==> config.mk <==
export PLATFORM = sky130hd
export DESIGN_NAME = analog_output_timeout_control
export DESIGN_NICKNAME = d
export VERILOG_FILES = /design/src/verilog/aout_pkg.sv /design/src/verilog/analog_output_timeout_control.sv
export SDC_FILE = /design/constraint.sdc
export NUM_CORES = 1
export LEC_CHECK = 0
export ABC_CLOCK_PERIOD_IN_PS = 11880
export BUFFER_PORTS_ARGS = -buffer_cell sky130_fd_sc_hd__buf_2
export CAP_MARGIN = 20
export CORE_MARGIN = 5
export CORE_UTILIZATION = 35
export CTS_BUF_LIST = sky130_fd_sc_hd__clkbuf_4 sky130_fd_sc_hd__clkbuf_8
export DETAILED_ROUTE_END_ITERATION = 12
export HOLD_SLACK_MARGIN = 0.06
export PLACE_DENSITY = 0.61
export REMOVE_ABC_BUFFERS = 1
export SLEW_MARGIN = 20
export SYNTH_ARGS = -nofsm -noshare
export SYNTH_HDL_FRONTEND = slang
export SYNTH_SLANG_ARGS = --single-unit
==> constraint.sdc <==
create_clock -name ref_clk_i -period 11.88 [get_ports ref_clk_i]
set_input_delay 2.376 -clock ref_clk_i [delete_from_list [all_inputs] [get_ports ref_clk_i]]
set_output_delay 2.376 -clock ref_clk_i [all_outputs]
set_load 0.05 [all_outputs]
==> src/verilog/aout_pkg.sv <==
// Function
// - two consecutive setpoint registers, channel one first
// - one resolution mode for both channels
// - zero 2048 or 0; full 4048/+32000
// - timeout behaviour only in normal stop
// - power down or kernel forces fail-safe
// - hold-last keeps the last output level
// - user-defined loads per-channel stored word
package aout_pkg;
    // ==========================================
    // register map
    localparam logic [7:0]  OFS_SETPOINT_ONE = 8'h00;
    localparam logic [7:0]  OFS_SETPOINT_TWO = 8'h04;
    localparam logic [7:0]  OFS_CONTROL      = 8'h08;
    localparam logic [7:0]  OFS_USER_ONE     = 8'h0c;
    localparam logic [7:0]  OFS_USER_TWO     = 8'h10;
    localparam logic [7:0]  OFS_STATUS       = 8'h14;
    localparam logic [7:0]  OFS_LEVEL_ONE    = 8'h18;
    localparam logic [7:0]  OFS_LEVEL_TWO    = 8'h1c;
    // ==========================================
    // fields
    localparam int          CTL_MODE_BIT     = 0;
    localparam int          CTL_TIMEOUT_BIT  = 1;
    localparam int          STS_STATE_LSB    = 0;
    localparam int          STS_FAILSAFE_BIT = 2;
    localparam int          STS_TIMEOUT_BIT  = 3;
    localparam int          NUM_CHANNELS     = 2;
    // ==========================================
    // reset values and codes
    localparam logic [15:0] SETPOINT_RESET   = 16'h0000;
    localparam logic [15:0] USER_RESET       = 16'h0000;
    localparam logic [1:0]  CONTROL_RESET    = 2'h0;
    localparam logic [15:0] FAILSAFE_LEVEL   = 16'h0000;
    localparam logic [16:0] ZERO_CODE_12     = 17'h00800;
    localparam logic [15:0] FULL_CODE_12     = 16'h0fd0;
    localparam logic [15:0] FULL_CODE_SIGNED = 16'h7d00;

    typedef enum logic [1:0] {
        PLC_RUN       = 2'b00,
        PLC_STOP      = 2'b01,
        PLC_KERNEL    = 2'b10,
        PLC_POWERDOWN = 2'b11
    } plc_state_t;

    typedef enum logic {
        MODE_UNSIGNED_12 = 1'b0,
        MODE_SIGNED_15   = 1'b1
    } res_mode_t;

    typedef enum logic {
        TIMEOUT_HOLD_LAST = 1'b0,
        TIMEOUT_USER_DEF  = 1'b1
    } timeout_sel_t;
endpackage

==> src/verilog/analog_output_timeout_control.sv <==
// Decided for this implementation: register access over APB and the placing of the registers.
module analog_output_timeout_control
    import aout_pkg::*;
(
    // clock and reset
    input  wire logic        ref_clk_i,
    input  wire logic        rst_i,
    // apb slave
    input  wire logic        psel_i,
    input  wire logic        penable_i,
    input  wire logic        pwrite_i,
    input  wire logic [7:0]  paddr_i,
    input  wire logic [31:0] pwdata_i,
    output logic      [31:0] prdata_o,
    output logic             pready_o,
    output logic             pslverr_o,
    // controller state
    input  wire logic [1:0]  plc_state_i,
    // analog setpoints, signed full scale +-32000
    output logic      [15:0] level_one_o,
    output logic      [15:0] level_two_o,
    output logic             failsafe_o,
    output logic             timeout_o
);

    // ==========================================
    // register state
    logic [15:0]  setpoint_reg [NUM_CHANNELS];
    logic [15:0]  user_reg     [NUM_CHANNELS];
    logic [15:0]  level_reg    [NUM_CHANNELS];
    logic [15:0]  conv_set     [NUM_CHANNELS];
    logic [15:0]  conv_user    [NUM_CHANNELS];
    logic [15:0]  level_next   [NUM_CHANNELS];
    res_mode_t    mode_reg;
    timeout_sel_t timeout_reg;
    plc_state_t   plc_state;
    logic [31:0]  prdata_next;
    logic         err_next;
    logic         map_hit;
    logic         ro_hit;
    logic         wr_en;
    logic         wr_control;
    logic         wr_setpoint  [NUM_CHANNELS];
    logic         wr_user      [NUM_CHANNELS];
    logic         setup_phase;

    assign plc_state   = plc_state_t'(plc_state_i);
    assign setup_phase = psel_i && !penable_i;
    assign wr_en       = psel_i && penable_i && pready_o && pwrite_i;
    assign wr_control  = wr_en && (paddr_i == OFS_CONTROL);

    // ==========================================
    // code conversion
    // 12-bit codes scale by 16 so 4048 lands exactly on +32000
    function automatic logic [15:0] to_level(input logic [15:0] code, input res_mode_t mode);
        logic [16:0] diff;
        diff = 17'h00000;
        if (mode == MODE_SIGNED_15) begin
            to_level = code;
        end else begin
            diff     = {5'h00, code[11:0]} - ZERO_CODE_12;
            to_level = {diff[11:0], 4'h0};
        end
    endfunction

    // ==========================================
    // apb setup phase decode
    always_comb begin
        prdata_next = 32'h0000_0000;
        case (paddr_i)
            OFS_SETPOINT_ONE: prdata_next = 32'h0000_0000;
            OFS_SETPOINT_TWO: prdata_next = 32'h0000_0000;
            OFS_CONTROL: begin
                prdata_next[CTL_MODE_BIT]    = mode_reg;
                prdata_next[CTL_TIMEOUT_BIT] = timeout_reg;
            end
            OFS_USER_ONE:     prdata_next = {16'h0000, user_reg[0]};
            OFS_USER_TWO:     prdata_next = {16'h0000, user_reg[1]};
            OFS_STATUS: begin
                prdata_next[STS_STATE_LSB+1:STS_STATE_LSB] = plc_state_i;
                prdata_next[STS_FAILSAFE_BIT] = failsafe_o;
                prdata_next[STS_TIMEOUT_BIT]  = timeout_o;
            end
            OFS_LEVEL_ONE:    prdata_next = {16'h0000, level_reg[0]};
            OFS_LEVEL_TWO:    prdata_next = {16'h0000, level_reg[1]};
            default:          prdata_next = 32'h0000_0000;
        endcase
    end

    // ==========================================
    // apb error decode
    // status and levels are read only: a write there must not look
    // like it took, or software could believe it forced a level
    always_comb begin
        map_hit = 1'b1;
        ro_hit  = 1'b0;
        case (paddr_i)
            OFS_SETPOINT_ONE: map_hit = 1'b1;
            OFS_SETPOINT_TWO: map_hit = 1'b1;
            OFS_CONTROL:      map_hit = 1'b1;
            OFS_USER_ONE:     map_hit = 1'b1;
            OFS_USER_TWO:     map_hit = 1'b1;
            OFS_STATUS:       ro_hit  = 1'b1;
            OFS_LEVEL_ONE:    ro_hit  = 1'b1;
            OFS_LEVEL_TWO:    ro_hit  = 1'b1;
            default:          map_hit = 1'b0;
        endcase
    end

    assign err_next = !map_hit || (pwrite_i && ro_hit);

    always_ff @(posedge ref_clk_i or posedge rst_i) begin
        if (rst_i) begin
            prdata_o  <= 32'h0000_0000;
            pslverr_o <= 1'b0;
        end else if (setup_phase) begin
            prdata_o  <= pwrite_i ? 32'h0000_0000 : prdata_next;
            pslverr_o <= err_next;
        end
    end

    // zero wait states; answer is prepared in the setup cycle
    always_ff @(posedge ref_clk_i or posedge rst_i) begin
        if (rst_i) begin
            pready_o <= 1'b0;
        end else begin
            pready_o <= 1'b1;
        end
    end

    // ==========================================
    // configuration registers
    always_ff @(posedge ref_clk_i or posedge rst_i) begin
        if (rst_i) begin
            mode_reg    <= res_mode_t'(CONTROL_RESET[CTL_MODE_BIT]);
            timeout_reg <= timeout_sel_t'(CONTROL_RESET[CTL_TIMEOUT_BIT]);
        end else if (wr_control) begin
            mode_reg    <= res_mode_t'(pwdata_i[CTL_MODE_BIT]);
            timeout_reg <= timeout_sel_t'(pwdata_i[CTL_TIMEOUT_BIT]);
        end
    end

    // ==========================================
    // per channel datapath
    genvar ch;
    generate
        for (ch = 0; ch < NUM_CHANNELS; ch++) begin : g_chan
            localparam logic [7:0] SET_OFS  = OFS_SETPOINT_ONE + 8'(4 * ch);
            localparam logic [7:0] USER_OFS = OFS_USER_ONE + 8'(4 * ch);

            // strobes decoded once so each store sees one clean enable
            assign wr_setpoint[ch] = wr_en && (paddr_i == SET_OFS);
            assign wr_user[ch]     = wr_en && (paddr_i == USER_OFS);

            // setpoints are stored in any state; they only reach the output in run
            always_ff @(posedge ref_clk_i or posedge rst_i) begin
                if (rst_i) begin
                    setpoint_reg[ch] <= SETPOINT_RESET;
                end else if (wr_setpoint[ch]) begin
                    setpoint_reg[ch] <= pwdata_i[15:0];
                end
            end

            always_ff @(posedge ref_clk_i or posedge rst_i) begin
                if (rst_i) begin
                    user_reg[ch] <= USER_RESET;
                end else if (wr_user[ch]) begin
                    user_reg[ch] <= pwdata_i[15:0];
                end
            end

            assign conv_set[ch]  = to_level(setpoint_reg[ch], mode_reg);
            assign conv_user[ch] = to_level(user_reg[ch], mode_reg);

            always_comb begin
                level_next[ch] = level_reg[ch];
                case (plc_state)
                    PLC_RUN: level_next[ch] = conv_set[ch];
                    PLC_STOP: begin
                        if (timeout_reg == TIMEOUT_USER_DEF) begin
                            level_next[ch] = conv_user[ch];
                        end else begin
                            level_next[ch] = level_reg[ch];
                        end
                    end
                    PLC_KERNEL:    level_next[ch] = FAILSAFE_LEVEL;
                    PLC_POWERDOWN: level_next[ch] = FAILSAFE_LEVEL;
                    default:       level_next[ch] = FAILSAFE_LEVEL;
                endcase
            end

            always_ff @(posedge ref_clk_i or posedge rst_i) begin
                if (rst_i) begin
                    level_reg[ch] <= FAILSAFE_LEVEL;
                end else begin
                    level_reg[ch] <= level_next[ch];
                end
            end
        end
    endgenerate

    // ==========================================
    // outputs and state flags
    assign level_one_o = level_reg[0];
    assign level_two_o = level_reg[1];

    // flags lag the state input by one edge, matching the levels
    // fail-safe is up in reset: outputs are safe before any state is seen
    always_ff @(posedge ref_clk_i or posedge rst_i) begin
        if (rst_i) begin
            failsafe_o <= 1'b1;
        end else begin
            failsafe_o <= (plc_state == PLC_KERNEL) || (plc_state == PLC_POWERDOWN);
        end
    end

    // only a normal stop counts; kernel and power down never show timeout
    always_ff @(posedge ref_clk_i or posedge rst_i) begin
        if (rst_i) begin
            timeout_o <= 1'b0;
        end else begin
            timeout_o <= (plc_state == PLC_STOP);
        end
    end

endmodule

==> impl_metrics.yaml <==
timing:
  finalCritPeriodShare_pct: 39.0
  slew_viol_final: 0
  tmin_final_ns: 4.63
  worst_slew_pin_slew_ns: 1.11
  final-setup-viol-count: 0
  rsz0062_at_grt: "no"
  final-hold-violation-count: 0
  tns_ns: 0
  relSlewSlack_pct: 26.2
  timing.hold.ws_ns: 0.498
  fin_worst_skew_ns: 0.00677
  max_clock_freq_mhz: 216
pwr:
  leakage_power_total_nw: 3.32
  power_density_nw_per_um2: 135
  power_mw: 0.935
  vdd_drop_max_v: 0.0000685
finish:
  syn2layout_area_growth_pct: 17.9
  num_antenna_cells: 0
  final.fill_count: 1581
  fin_nets: 640
  multiInputGateArea_um2: 2690
  design_area_um2: 6910
  layout-drive-gt1-share_pct: 35.6
  sequential_cell_area_um2: 2950
  utilization_pct: 41.8
hold_path:
  hold_path_startpoint: "pslverr_o"
  min_to: "pslverr_o"
  timing.hold.worst_path_depth: 2
  holdCritPathClass: "register to register"
synthesis:
  mappedNetlistArea_um2: 5870
  async_reset_ff_share_pct: 100
  synth_ff_type: "dfrtp_1"
  yosys-top-cells-area: "dfrtp_1 50%, mux2_2 13%, mux2i_1 4.6%, a22o_1 3.0%, nor2_1 2.6%"
  ys_ff_latch: 118
  synth-warning-count: 0
  synth.largest_area_cell: "dfrtp_1"
  ys_seq_area_share_pct: 50.4
  netlist-cell-type-count: 50
  number_of_synthesized_flops_with_an_enable_pin: 0
  yosys.area.top_type_share_pct: 49.9
  syn_area_per_cell_um2: 11.2
  syn-instance-count: 523
die:
  chipHeight_um: 139
  core_area_um2: 16500
  initial_core_util_pct: 35.5
  top_level_ports: 115
  fp.dieW_um: 139
  dieArea_um2: 19500
  std_cell_rows: 47
placement:
  detailed_place.area_um2: 6430
  portBuffers: 82
  hpwl_reported_at_the_end_of_detailed_placement_um: 11000
  gp_congestion: 0.832
route:
  routedWlPerCell_um: 20.6
  post_drt_via_cell_ratio: 5.52
  drtIter0Drc: 349
  routed-via-count: 4558
  remaining_drc_errors: 0
  detail_route.first_pass.iterations: 5
  postRouteAntennaNets: 0
  wl_um: 17000
worst_setup_path:
  cpMostUsedCell: "buf_4"
  critical_path.top_delay_family: "simple AND/OR/NAND/NOR gates"
  critPathKind: "primary input to register"
  arrival_ns: 4.97
  cp_cell_sequence: "buf_2 -> buf_4 -> nor2b_1 -> nor2b_2 -> buf_4 -> nor2_1 -> a22o_1"
  reg2reg_from: "mode_reg"
  ff2ff_path_depth: 4
  critical_path.max_stage_delay_ns: 0.81
  worst_reg2reg_endpoint: "level_one_o[12]"
  critPathLaunchType: "primary input"
  reg2reg_setup_slack_ns: 9.46
  cp.required_ns: 12.22
  critical_path.slowest_cell: "nor2b_2"
  worst-path-buf-inv: 3
  crit_path_max_fanout: 36
  worstSetupEndpointType: "register"
status:
  status: "completed"
clock_tree:
  cts_inserted_buffers: 17
  cts.path.max_buffers: 2
  clock_sinks: 118
  cts_hold_buf: 0
  cts_setup_buffers: 0
  clock_tree.htree_level_count: 4
  cts_root_buffer: "clkbuf_8"
  cts_resized: 0
  cts_tree: "done"
  worstSkewPairLatency_ns: 0.45
  path_clk_slew_ns: 0.07
grt:
  first_pass_grt_wire_length_um: 26400
  number_of_global_route_vias_before_repair: 4575
  antenna_found_initial: 1
  grt_start_max_net_pins: 76
  grt_util_all_layers_pct: 17.5
  total_congestion_overflow: 0
run:
  drv_cap: 0
==> Yosys cell counts (all sizes together) (2+ instances only) <==
cell / count
dfrtp: 117
mux2: 76
nor2: 42
clkbuf: 31
nand3: 28
nor3: 28
mux2i: 27
buf: 25
nand2: 23
o21ai: 21
a22o: 20
a211oi: 12
o211ai: 12
a22oi: 10
a21oi: 9
inv: 5
nor4: 4
a32oi: 3
nand2b: 3
conb: 2
nor2b: 2
nor4b: 2
o32ai: 2
or2: 2
or4: 2
==> layout by cell type (no fill, tap or decap), types with 2 or more instances in the layout <==
cell type,netlist,routed
mux2i_1,27,27
conb_1,2,17
nor2_1,41,41
o211ai_1,12,12
inv_1,4,3
a21oi_1,9,9
clkinv_2,0,3
buf_4,16,10
mux2_2,66,66
nand2_1,23,23
a22o_1,20,20
o21ai_0,21,21
a22oi_1,10,10
bufinv_16,0,6
dfrtp_1,117,117
mux2_4,10,10
buf_2,3,82
a32oi_1,3,3
or4_4,2,2
nor4_4,1,2
o32ai_1,2,2
clkinvlp_4,0,3
a211oi_1,12,12
nand2b_1,3,3
nor4b_2,1,2
nand3_1,28,28
nor3_1,28,28
clkbuf_8,0,19
==> worst reg2reg max path: stages, from the launching register on <==
cell and delay (ns):
dfrtp_1 0.91, inv_2 0.47, nor2_1 0.62, a211oi_1 0.18, nor2_1 0.17
==> report_power, final <==
group	leakage (nW)	switching, mW	internal (mW)
sequential	1.63	0.00402	0.407
clock	0.238	0.168	0.281
combinational	1.45	0.0591	0.0161
total	3.32	0.231	0.704
==> how the worst max path moves through the flow <==
stage,startpoint,end,depth (start not counted)
floorplan,rst_i,level_one_o[0],1
global placement,plc_state_i[0],level_two_o[0],7
detailed placement,plc_state_i[0],level_two_o[0],7
CTS,plc_state_i[0],level_two_o[0],7
global route,plc_state_i[0],level_one_o[2],7
finish,plc_state_i[0],level_two_o[0],7
==> layout make-up <==
cell class                 instances  share of cell area [%]
sequential                       118                    42.7
multi-input combinational        359                    38.9
timing repair buffer              92                    7.02
tap                              220                    3.98
clock buffer                      19                    3.78
clock inverter                    13                    3.28
inverter                           5                   0.308
==> cells by family (layout without fill, tap and decap cells) <==
family                 count (synthesis)  after routing  synth area share [%]
AND/OR/NAND/NOR                      142            142                  12.0
flip-flops                           118            118                  50.4
multiplexers                         104            104                  20.2
AO/OA/AOI/OAI                         96             96                  11.7
buffers and inverters                 61            129                  5.52
other                                  2             17                 0.128
==> metrics by stage <==
step                      worst slack, ns  std cells
final                                7.25        826
after global routing                 7.17        826
after detailed placement             6.83        794
after floorplan                      6.38        482
after CTS                            7.30        826
after global placement               6.86        794
==> metal layers <==
| layer | vias to the layer above | share of wire (%) | wire, um | global-route usage (%) |
|---|---|---|---|---|
| li1 | 2026 | - | - | - |
| met2 | 197 | 45 | 7640 | 25.9 |
| met4 | 2 | 2.0 | 334 | 6.08 |
| met5 | - | 0.065 | 11 | 0 |
| met1 | 2306 | 45 | 7720 | 24.3 |
| met3 | 27 | 7.6 | 1290 | 5.42 |
Note: power is estimated with default switching activity, not from simulation.
